===== config.mk =====
export PLATFORM = sky130hd
export DESIGN_NAME = dpcc_top
export DESIGN_NICKNAME = d
export VERILOG_FILES = /design/src/dpcc_pkg.sv /design/src/dpcc_top.sv
export VERILOG_INCLUDE_DIRS = /design/src
export SDC_FILE = /design/constraint.sdc
export NUM_CORES = 1
export LEC_CHECK = 0
export ABC_AREA = 0
export BUFFER_PORTS_ARGS = -buffer_cell sky130_fd_sc_hd__buf_2
export CELL_PAD_IN_SITES_DETAIL_PLACEMENT = 1
export CELL_PAD_IN_SITES_GLOBAL_PLACEMENT = 1
export CORE_MARGIN = 4
export CORE_UTILIZATION = 47
export CTS_BUF_LIST = sky130_fd_sc_hd__clkbuf_8 sky130_fd_sc_hd__clkbuf_16
export DETAILED_ROUTE_END_ITERATION = 8
export PLACE_DENSITY_LB_ADDON = 0.1
export SLEW_MARGIN = 10
export SYNTH_ARGS = -nofsm -noshare
export SYNTH_HDL_FRONTEND = slang
export SYNTH_SLANG_ARGS = --single-unit

===== constraint.sdc =====
create_clock -name i_mclk -period 9.1 [get_ports i_mclk]
set_input_delay 0.455 -clock i_mclk [delete_from_list [all_inputs] [get_ports i_mclk]]
set_output_delay 0.455 -clock i_mclk [all_outputs]
set_load 0.005 [all_outputs]

===== src/dpcc_cfg.svh =====
// constants of the dual loop channel control block
`ifndef DPCC_CFG_SVH
`define DPCC_CFG_SVH
`define DPCC_REF_DIV        12'h800
`define DPCC_REF_DIV_W      12
`define DPCC_TONE_KHZ       5
`define DPCC_N_W            14
`define DPCC_DEFAULT_CH     4'h1
`define DPCC_LOCK_WIN       4'h2
`define DPCC_APB_CTRL       12'h000
`define DPCC_APB_STATUS     12'h004
`define DPCC_APB_IRQ_STAT   12'h008
`define DPCC_APB_IRQ_MASK   12'h00C
`define DPCC_CTRL_SERIAL    0
`define DPCC_CTRL_BASE      1
`define DPCC_IRQ_UNLOCK     0
`define DPCC_IRQ_LOAD       1
`endif


===== src/dpcc_pkg.sv =====
// types of the dual loop channel control block
package dpcc_pkg;
  typedef struct packed {
    logic [13:0] rx_n;
    logic [13:0] tx_n;
  } dpcc_ratio_type;
  typedef struct packed {
    logic up;
    logic dn;
  } dpcc_pd_type;
  typedef struct packed {
    logic [11:0] ref_cnt;
    logic        ref_pulse;
    logic        tone;
    logic [13:0] rx_cnt;
    logic [13:0] tx_cnt;
    logic        rx_fv;
    logic        tx_fv;
    logic        rx_prev;
    logic        tx_prev;
    dpcc_pd_type rx_pd;
    dpcc_pd_type tx_pd;
    logic [3:0]  shift;
    logic [3:0]  latch;
    logic        sclk_prev;
    logic        load_prev;
    logic [3:0]  err_cnt;
    logic        unlock;
    logic        ctrl_serial;
    logic        ctrl_base;
    logic [1:0]  irq_stat;
    logic [1:0]  irq_mask;
    logic [31:0] prdata;
  } dpcc_state_type;
endpackage : dpcc_pkg


===== src/dpcc_top.sv =====
// dual loop channel control: reference divider, counters, phase detectors, channel select
// Function
// - one shared reference divider feeds both loops
// - separate ROM-selected divide-by-N counters, each with own phase detector
// - lock detection exists only on transmit loop
// - continuous 5 kHz tone divided from reference
// - station select high means base, low handset; part of ROM address
// - station select pulled down, open pin gives handset
// - power save low disables transmit loop; pulled down when open
// - 4-bit parallel code picks one of 15 channel pairs
// - codes outside 1 to 15 become channel 1
// - parallel code pins pulled down, open pins give channel 1
// - reference from crystal or external signal; output unused then
// - serial variant loads code by shift register into same ROM
// - serial data MSB first, one bit per serial clock rising edge
// - load strobe pulse transfers shift register into channel latch
// - lock flag high while transmit loop out of lock
// - serial latch starts at channel 1; illegal latched codes give channel 1
`include "dpcc_cfg.svh"
module dpcc_top
  import dpcc_pkg::*;
#(
  parameter int REF_DIV = `DPCC_REF_DIV
)(
  input  wire logic        i_mclk,
  input  wire logic        i_reset_n,
  input  wire logic        i_ref_osc_input,
  input  wire logic        i_rx_vco_input,
  input  wire logic        i_tx_vco_input,
  input  wire logic        i_station_select,
  input  wire logic        i_power_save_select,
  input  wire logic [3:0]  i_channel_code_bits,
  input  wire logic        i_serial_data,
  input  wire logic        i_serial_clk,
  input  wire logic        i_latch_load_strobe,
  input  wire logic        i_psel,
  input  wire logic        i_penable,
  input  wire logic        i_pwrite,
  input  wire logic [11:0] i_paddr,
  input  wire logic [31:0] i_pwdata,
  output logic      [31:0] o_prdata,
  output logic             o_pready,
  output logic             o_pslverr,
  output logic             o_irq,
  output logic             o_ref_osc_output,
  output logic             o_tone,
  output logic             o_lock_flag_out,
  output logic             o_tx_phase_err_out,
  output logic             o_tx_phase_err_oe,
  output logic             o_rx_phase_err_out,
  output logic             o_rx_phase_err_oe
);

  dpcc_state_type state;
  dpcc_state_type next_state;
  dpcc_ratio_type ratio;
  logic [3:0]     code;
  logic [3:0]     chan;
  logic           tx_on;
  logic           sclk_rise;
  logic           load_rise;
  logic           apb_wr;
  logic           apb_rd;
  logic           addr_ok;

  // channel ROM: rx and tx divide ratios by channel and base/handset
  function automatic dpcc_ratio_type dpcc_rom(input logic [3:0] ch, input logic base);
    dpcc_ratio_type r;
    logic [3:0]     c;
    r = '0;
    c = (ch == 4'h0) ? `DPCC_DEFAULT_CH : ch;
    case ({base, c})
      5'h01: r = '{14'd7183, 14'd9934};
      5'h02: r = '{14'd7187, 14'd9969};
      5'h03: r = '{14'd7195, 14'd9972};
      5'h04: r = '{14'd7203, 14'd9954};
      5'h05: r = '{14'd7207, 14'd9975};
      5'h06: r = '{14'd7215, 14'd9966};
      5'h07: r = '{14'd7227, 14'd9978};
      5'h08: r = '{14'd7235, 14'd9986};
      5'h09: r = '{14'd7247, 14'd9998};
      5'h0A: r = '{14'd7255, 14'd9994};
      5'h0B: r = '{14'd7163, 14'd9939};
      5'h0C: r = '{14'd7167, 14'd9942};
      5'h0D: r = '{14'd7171, 14'd9945};
      5'h0E: r = '{14'd7175, 14'd9948};
      5'h0F: r = '{14'd7179, 14'd9951};
      5'h11: r = '{14'd7795, 14'd9322};
      5'h12: r = '{14'd7830, 14'd9326};
      5'h13: r = '{14'd7833, 14'd9334};
      5'h14: r = '{14'd7815, 14'd9342};
      5'h15: r = '{14'd7836, 14'd9346};
      5'h16: r = '{14'd7827, 14'd9354};
      5'h17: r = '{14'd7839, 14'd9366};
      5'h18: r = '{14'd7847, 14'd9374};
      5'h19: r = '{14'd7859, 14'd9386};
      5'h1A: r = '{14'd7855, 14'd9394};
      5'h1B: r = '{14'd7800, 14'd9302};
      5'h1C: r = '{14'd7803, 14'd9306};
      5'h1D: r = '{14'd7806, 14'd9310};
      5'h1E: r = '{14'd7809, 14'd9314};
      5'h1F: r = '{14'd7812, 14'd9318};
      default: r = '{14'd7183, 14'd9934};
    endcase
    return r;
  endfunction : dpcc_rom

  // phase/frequency detector; up or down is held from its edge until the other edge arrives
  function automatic dpcc_pd_type dpcc_pfd(input dpcc_pd_type pd, input logic fr,
                                            input logic fv);
    dpcc_pd_type p;
    p = pd;
    if (fr)
    begin
      p.up = 1'b1;
    end
    if (fv)
    begin
      p.dn = 1'b1;
    end
    if (p.up && p.dn)
    begin
      p = '0; // both edges seen: coincidence, go idle
    end
    return p;
  endfunction : dpcc_pfd

  // pins are taken as driven; pull-downs are the pad's job, open reads as zero
  assign tx_on     = i_power_save_select;
  assign sclk_rise = i_serial_clk & ~state.sclk_prev;
  assign load_rise = i_latch_load_strobe & ~state.load_prev;
  assign code      = state.ctrl_serial ? state.latch : i_channel_code_bits;
  assign ratio     = dpcc_rom(code, i_station_select | state.ctrl_base);
  // status shows the channel really in use, so code 0 reads back as channel 1
  assign chan      = (code == 4'h0) ? `DPCC_DEFAULT_CH : code;
  assign apb_wr    = i_psel & i_penable & i_pwrite;
  assign apb_rd    = i_psel & ~i_penable & ~i_pwrite;
  assign addr_ok   = (i_paddr == `DPCC_APB_CTRL) || (i_paddr == `DPCC_APB_STATUS) ||
                     (i_paddr == `DPCC_APB_IRQ_STAT) || (i_paddr == `DPCC_APB_IRQ_MASK);

  // next state of the whole block
  always_comb
  begin
    next_state = state;
    next_state.sclk_prev = i_serial_clk;
    next_state.load_prev = i_latch_load_strobe;
    // shared reference divider, counts every i_mclk cycle; oscillator level is not sampled
    next_state.rx_prev = i_rx_vco_input;
    next_state.tx_prev = i_tx_vco_input;
    next_state.ref_pulse = 1'b0;
    if (state.ref_cnt == 12'(REF_DIV - 1))
    begin
      next_state.ref_cnt   = '0;
      next_state.ref_pulse = 1'b1;
    end
    else
    begin
      next_state.ref_cnt = state.ref_cnt + 12'h001;
    end
    // tone is high for the upper half of the reference count
    // compare against half the divide so any even REF_DIV gives a square wave
    next_state.tone = (state.ref_cnt >= 12'(REF_DIV / 2));
    // divide-by-N counters count vco rising edges
    next_state.rx_fv = 1'b0;
    next_state.tx_fv = 1'b0;
    if (i_rx_vco_input && !state.rx_prev)
    begin
      if (state.rx_cnt >= ratio.rx_n - 14'h0001)
      begin
        next_state.rx_cnt = '0;
        next_state.rx_fv  = 1'b1;
      end
      else
      begin
        next_state.rx_cnt = state.rx_cnt + 14'h0001;
      end
    end
    if (!tx_on)
    begin
      next_state.tx_cnt = '0;
    end
    else if (i_tx_vco_input && !state.tx_prev)
    begin
      if (state.tx_cnt >= ratio.tx_n - 14'h0001)
      begin
        next_state.tx_cnt = '0;
        next_state.tx_fv  = 1'b1;
      end
      else
      begin
        next_state.tx_cnt = state.tx_cnt + 14'h0001;
      end
    end
    next_state.rx_pd = dpcc_pfd(state.rx_pd, state.ref_pulse, state.rx_fv);
    next_state.tx_pd = tx_on ? dpcc_pfd(state.tx_pd, state.ref_pulse, state.tx_fv) : '0;
    // lock: count reference periods with unresolved phase error; transmit only
    if (!tx_on)
    begin
      next_state.err_cnt = '0;
      next_state.unlock  = 1'b0;
    end
    else if (state.ref_pulse)
    begin
      if (state.tx_pd.up || state.tx_pd.dn)
      begin
        next_state.err_cnt = (state.err_cnt == 4'hF) ? 4'hF : state.err_cnt + 4'h1;
      end
      else
      begin
        next_state.err_cnt = '0;
      end
      next_state.unlock = (next_state.err_cnt >= `DPCC_LOCK_WIN);
    end
    // serial shift register and load strobe
    if (sclk_rise)
    begin
      next_state.shift = {state.shift[2:0], i_serial_data};
    end
    if (load_rise)
    begin
      next_state.latch = state.shift;
    end
    // register writes, in access phase only
    if (apb_wr && i_paddr == `DPCC_APB_CTRL)
    begin
      next_state.ctrl_serial = i_pwdata[`DPCC_CTRL_SERIAL];
      next_state.ctrl_base   = i_pwdata[`DPCC_CTRL_BASE];
    end
    if (apb_wr && i_paddr == `DPCC_APB_IRQ_MASK)
    begin
      next_state.irq_mask = i_pwdata[1:0];
    end
    if (apb_wr && i_paddr == `DPCC_APB_IRQ_STAT)
    begin
      next_state.irq_stat = state.irq_stat & ~i_pwdata[1:0];
    end
    // set beats clear in the same cycle
    if (next_state.unlock && !state.unlock)
    begin
      next_state.irq_stat[`DPCC_IRQ_UNLOCK] = 1'b1;
    end
    if (load_rise)
    begin
      next_state.irq_stat[`DPCC_IRQ_LOAD] = 1'b1;
    end
    // read data captured in setup so it is stable in the access phase
    if (apb_rd)
    begin
      case (i_paddr)
        `DPCC_APB_CTRL:     next_state.prdata = {30'h0, state.ctrl_base, state.ctrl_serial};
        `DPCC_APB_STATUS:   next_state.prdata = {20'h0, chan, state.latch, 2'h0, tx_on,
                                                 state.unlock};
        `DPCC_APB_IRQ_STAT: next_state.prdata = {30'h0, state.irq_stat};
        `DPCC_APB_IRQ_MASK: next_state.prdata = {30'h0, state.irq_mask};
        default:            next_state.prdata = 32'h0000_0000;
      endcase
    end
  end

  // single state register; latch resets to channel 1
  always_ff @(posedge i_mclk or negedge i_reset_n)
  begin
    if (!i_reset_n)
    begin
      state       <= '0;
      state.latch <= `DPCC_DEFAULT_CH;
    end
    else
    begin
      state <= next_state;
    end
  end

  // outputs; phase outputs idle (not driven) when neither pulse is active
  assign o_prdata           = state.prdata;
  assign o_pready           = 1'b1;
  assign o_pslverr          = i_psel & i_penable & ~addr_ok;
  assign o_irq              = |(state.irq_stat & state.irq_mask);
  assign o_ref_osc_output   = i_ref_osc_input;
  assign o_tone             = state.tone;
  assign o_lock_flag_out    = state.unlock;
  assign o_tx_phase_err_out = state.tx_pd.up;
  assign o_tx_phase_err_oe  = state.tx_pd.up ^ state.tx_pd.dn;
  assign o_rx_phase_err_out = state.rx_pd.up;
  assign o_rx_phase_err_oe  = state.rx_pd.up ^ state.rx_pd.dn;

endmodule : dpcc_top


======== Word level (Yosys, flattened, before mapping) ========
Memories as Yosys holds them, arrays and structs flattened.
Index checks and enable logic that the tools add are counted.
word-level totals
  bits in registers ....................... 103
  memory bits (read-only) ................. 672
  input bits .............................. 61
  output and inout bits ................... 42
  word-level logic and storage cells ...... 111
  memories ................................ 1
memory list
  memory           words  width  rd ports  clocked after memory_dff  write ports  RTL line        text
  (no name shown)  32     21     1         0                         0            dpcc_top.sv:72  case ({base, c})
operators by class
  add/sub/neg operators ................... 6
  magnitude comparators ................... 4
  eq/ne operators ......................... 7
  mux-type cells .......................... 30
  bitwise operators ....................... 18
  reductions and logical operators ........ 20
operators with widths
  operator                                                              count
  two-way mux 14 bit                                                    4
  one-hot mux 12 bit (4 select lines)                                   1
  adder 14 x 1 -> 14 bit (second input constant)                        2
  greater-or-equal comparator 14 bit                                    2
  subtractor 14 x 1 -> 14 bit (second input constant)                   2
  equality test 12 x 4 -> 1 bit (second input constant)                 2
  two-way mux 4 bit                                                     6
  adder 12 x 1 -> 12 bit (second input constant)                        1
  equality test 12 x 11 -> 1 bit (second input constant)                1
  equality test 12 x 3 -> 1 bit (second input constant)                 1
  greater-or-equal comparator 12 x 11 -> 1 bit (second input constant)  1
  logical NOT 12 bit                                                    1
  two-way mux 1 bit                                                     12
  two-way mux 12 bit                                                    1
  two-way mux 5 bit                                                     2
  logical AND 1 bit                                                     8
  two-way mux 2 bit                                                     4
  bitwise AND 1 bit                                                     7
  inverter 1 bit                                                        5
  adder 4 x 1 -> 4 bit (second input constant)                          1
  bitwise AND 2 bit                                                     2
  equality test 4 bit (second input constant)                           1
  greater-or-equal comparator 4 x 2 -> 1 bit (second input constant)    1
  logical NOT 4 bit                                                     1
  other kinds (8)                                                       16

======== Logic depth before layout (Yosys ltp) ========
  word-level depth ........................ 10
  depth in mapped cells ................... 25
  depth with buffers taken out ............ 22

======== Worst setup path before layout ========
No wires, ideal clock.
  kind .................................... reg-to-reg
  start point ............................. reg state[37] (netlist name)
  end point ............................... reg state[78] (netlist name)
  setup time .............................. 0.072 ns
  data arrival time ....................... 4.467 ns
  path slack .............................. 4.561 ns
  cell stages (with the launch flop) ...... 26
  buffers on the path ..................... 3
  clock period less this slack ............ 4.539 ns
  path through ............................ dfrtp_1 > buf_6 > buf_2 > nor2b_1 > a221oi_1 > inv_1 > ha_1 > nor3_1 > a21oi_1 > o21ai_0 > nor2_1 > ha_1 > and2_1 > o221ai_1 > o32ai_2 > and3_4 > nand3_2 > xor2_1 > ha_1 > a21o_1 > a21o_1 > a221o_1 > a41oi_2 > nor2_1 > clkbuf_1 > nor2_1
between the ends
  cells in the longest elaborated chain, start to end .. 7
RTL lines
  what                                  RTL line         text
  from (decl)                           dpcc_top.sv:54   dpcc_state_type state;
  from (signal assigned)                dpcc_top.sv:270  state <= next_state;
  two-way mux 4 bit *                   dpcc_top.sv:132  assign code = state.ctrl_serial ? state.latch : i_channel_code_bits;
  logical NOT 4 bit                     dpcc_top.sv:71   c = (ch == 4'h0) ? `DPCC_DEFAULT_CH : ch;
  two-way mux 4 bit *                   dpcc_top.sv:71
  memory (32 x 21 bit) *                -
  subtractor 14 x 1 -> 14 bit *         dpcc_top.sv:168  if (state.rx_cnt >= ratio.rx_n - 14'h0001)
  greater-or-equal comparator 14 bit *  dpcc_top.sv:168
  two-way mux 14 bit *                  dpcc_top.sv:168
Every way passes the cells marked *; elsewhere a longest branch is shown, timed or not.
A chain may end at the register's enable or synchronous reset.

======== Final worst setup path ========
  start point ............................. reg state[37] (netlist name)
  end point ............................... reg state[84] (netlist name)
The elaborated chain is that of the path after synthesis.

==> run summary <==
The floorplan core area was 11600 sq um. The setup path with the least slack is of type flop to flop. For the number of detailed-routing iterations run before antenna repair, the log shows 4. Broken down by cell family, the worst path's largest delay share belongs to compound AO/OA/AOI/OAI gates.

The critical path's largest stage delay is 0.90 ns, and the signal arrival time at the worst endpoint is 5.98 ns. For the count of pins over their slew limit, the log shows 0. The area share of xor/xnor cells in the synthesized design is 0.0590, and the worst hold path cell count is 1. No sink is reached through more buffers than the 2 on the longest clock path.

The first routing iteration left 167 violations. Clock-pin slew was measured on the worst setup and hold paths at 0.06 ns. The worst endpoint required time was 9.36 ns; the number of instances in the placed design was 762. The most used flip-flop cell after synthesis is dfrtp_1.

TritonCTS built the clock tree. Endpoint of the worst hold path: state[44]. The die span in y is 118 um.

Max-cap violations in this run came to 0. In the final layout, the multi-input gates occupy 3240 sq um. Using the TritonRoute via totals, the vias-per-cell ratio works out to 5.72. After the last flow step, the layout net total stands at 733.

The remaining antenna violation count after routing was 0; the simple logic cell fraction of the synthesized area was 0.185. The share of flip-flops with an asynchronous set or reset was 1.00; the count of buffers inserted at the top-level ports was 47. The width of the die came out at 118 um.

Counting buffers and inverters, the worst setup path is 22 cells deep. The run finished with clean final reports. The run gives 2.81 nW as the leakage power. The tools report the top-level I/O count as 103. The first global-routing pass estimated 23.0 mm of wire.

After clock tree synthesis, the setup repair step added 0 buffers. The post-layout minimum cycle time is 5.71 ns. The tools report the die area as 13800 sq um.

Slowest cell on the critical path: dfrtp_1. The detailed-route wire length per cell was 17.0 um; the synthesis-to-layout area growth was 8.06%. Summing all flip-flop and latch instances after layout gives 2030 sq um. Fill cells in the final layout number 1342.

The worst register-to-register path has a depth of 22. After synthesis, the largest family of logic cells by area is simple AND/OR/NAND/NOR gates. The synthesized netlist occupies a cell area of 5640 sq um. The later pin in the worst-skew pair is clocked with a latency of 0.35 ns. For the depth of the CTS H-tree, the log shows 3.

The number of endpoints with negative hold slack in the final report was 0; the maximum fanout count along the critical path was 20. For the number of cells produced by synthesis, the log shows 601. The start point of the critical path was state[37]. STA classifies the critical path endpoint as a flop.

The number of distinct library cells after synthesis was 68; the initial antenna violation count was 0. Traced cell by cell, the critical path runs through mux2_4 > a221oi_1 > inv_1 > ha_1 > nor3_1 > a21oi_1 > o21ai_0 > nor2_1 > ha_1 > and2_1 > o221ai_1 > o32ai_2 > and3_4 > nand3_2 > xor2_1 > ha_1 > a21o_1 > a21o_1 > a221o_1 > a41oi_2 > nor2_1 > nor2_1. The share of the clock period used by the worst path after layout works out to 0.628. After floorplanning, the core was divided into 39 placement rows. Entering global routing, the biggest net connects 60 pins. The via count of the first global-routing pass was 4629; the overall global routing resource usage was 0.201.

In this run the register-to-register setup slack is 3.39 ns. The routed layout has 4455 vias. Counting flops with a built-in enable in the synthesized netlist gives 0.

The multiplexer share of the synthesized area was 0.0635. The adder-cell area share of the yosys netlist was 0.0910. The worst setup path is launched from a flop. The final cell count without fillers is 779, and the clock skew after layout is 0.0117 ns. At the pin with the least slew margin, the transition time is 0.861 ns.

In the layout the commonest cells are dfrtp_1, nor2_1, buf_2. Buffers inserted during clock tree synthesis total 9. The highest attainable clock frequency was 0.175 GHz. In this run the most critical hold path is launched from i_serial_clk. The logs give 9.94 mm for the post-DP HPWL and 0.487 for the starting density of the core. The post-CTS resize count is 0.

The number of design rule violations left after detail routing was 0. The tree is rooted in a clkbuf_16. Setup repair after global routing left no endpoint under its margin.

Worst relative slew slack: 0.414. Averaged over all synthesized cells, the footprint is 9.38 sq um. The share of synthesized area occupied by flip-flops and latches is 0.360. Compound-cell area share of the yosys netlist: 0.161.

Dividing total power by cell area gives a power density of 157 nW/um^2. The run gives 0 as the antenna diode instance count. Final RePlAce weighted congestion: 0.794. After routing, the total negative slack on setup checks comes to 0 ns. The total buffers and inverters traversed by the critical path works out to 1. Setup violations remaining at the end of the flow were counted as 0. IR analysis of the VDD net gives a maximum drop of 0.139 mV. The tightest min-delay check is of the primary input to flop type. The worst register-to-register path begins at state[37]. Counting every sink on the clock net gives 81.

The share of cells above drive strength 1 was 0.171. The sum of overflow across all layers after global routing is 0, and the count of yosys warnings during synthesis is 0. Final wirelength: 13.3 mm.

The endpoint identified for the worst register-to-register timing path is state[84]. The count of state elements after synthesis is 81. Most common library cell in the layout ignoring fill and taps: dfrtp_1.
## what timing repair did
item | CTS | global route
setup endpoints to repair | 0 | 0
endpoints found under the hold margin | 2 | 0
hold buffers | 1 | 0
## kinds of logic after synthesis
logic type | Yosys count
AO/OA/AOI/OAI | 130
XOR/XNOR | 38
adder cells (fa/ha/maj) | 41
buffers and inverters | 71
flip-flops | 81
multiplexers | 28
other | 2
AND/OR/NAND/NOR | 210
## metrics by stage
stage / cell area [sq um] / total power, mW / setup slack [ns] / util / hold WS [ns]
global placement: 5780 / 0.579 / 3.55 / 0.500 / 0.365
CTS: 6090 / 0.967 / 3.34 / 0.527 / 0.219
finish: 6090 / 0.955 / 3.39 / 0.527 / 0.232
detailed placement: 5780 / 0.590 / 3.37 / 0.500 / 0.372
floorplan: 5720 / 0.544 / 4.56 / - / 0.159
global route: 6090 / 1.01 / 2.90 / 0.527 / 0.222
## worst reg2reg max path: cells and delay by family, from the launching register on
family	cells	cell delay, ns
compound gates	9	1.92
simple gates	7	1.20
flops	1	0.90
fa+ha+maj	3	0.83
mux	1	0.42
buf+inv	1	0.19
xor+xnor	1	0.17
## state kept, by name, indices dropped and copies added, names as in the netlist
register and flops:
o_tone 1, o_rx_phase_err_out 1, o_lock_flag_out 1, o_prdata 10
o_tx_phase_err_out 1, state 67
## per-layer routing
layer | routed length [um] | share of wire | track usage
met5 | 0 | 0 | 0
met4 | 231 | 0.017 | 0.0689
met3 | 369 | 0.028 | 0.0384
met2 | 6650 | 0.50 | 0.344
met1 | 6010 | 0.45 | 0.257
## synthesized netlist by cell type (9+ instances only)
cell type / n / area, sq um
a21o_1: 9 / 67.6
a22o_1: 13 / 114
xnor2_1: 22 / 193
and3_1: 10 / 62.6
o21ai_0: 21 / 105
a31oi_1: 13 / 81.3
nor2_1: 56 / 210
nand2b_1: 14 / 87.6
inv_1: 14 / 52.6
nor2b_1: 9 / 56.3
nor3_1: 18 / 90.1
a21oi_1: 33 / 165
nand2_1: 44 / 165
mux2_2: 15 / 169
xor2_1: 16 / 140
dfrtp_1: 80 / 2000
buf_4: 35 / 263
nand3_1: 29 / 145
ha_1: 41 / 513
## cell type report
| type | instances | share of cell area |
|---|---|---|
| timing repair buffer | 52 | 0.0456 |
| sequential | 81 | 0.333 |
| inverter | 16 | 0.0103 |
| multi-input combinational | 471 | 0.533 |
| tap | 143 | 0.0294 |
| clock buffer | 10 | 0.0392 |
| clock inverter | 6 | 0.00986 |
## worst max-delay path by stage
stage,to,slack (ns)
finish,state[84],3.39
detailed placement,state[84],3.37
floorplan,state[78],4.56
global route,state[84],2.90
CTS,state[84],3.34
global placement,state[82],3.55
## power breakdown
group	total (mW)	leakage, nW	internal (mW)	switching [mW]
clock	0.372	0.155	0.219	0.153
combinational	0.163	1.59	0.0709	0.0919
sequential	0.420	1.07	0.384	0.0355
total	0.955	2.81	0.674	0.280
(Power assumes the default switching activity.)
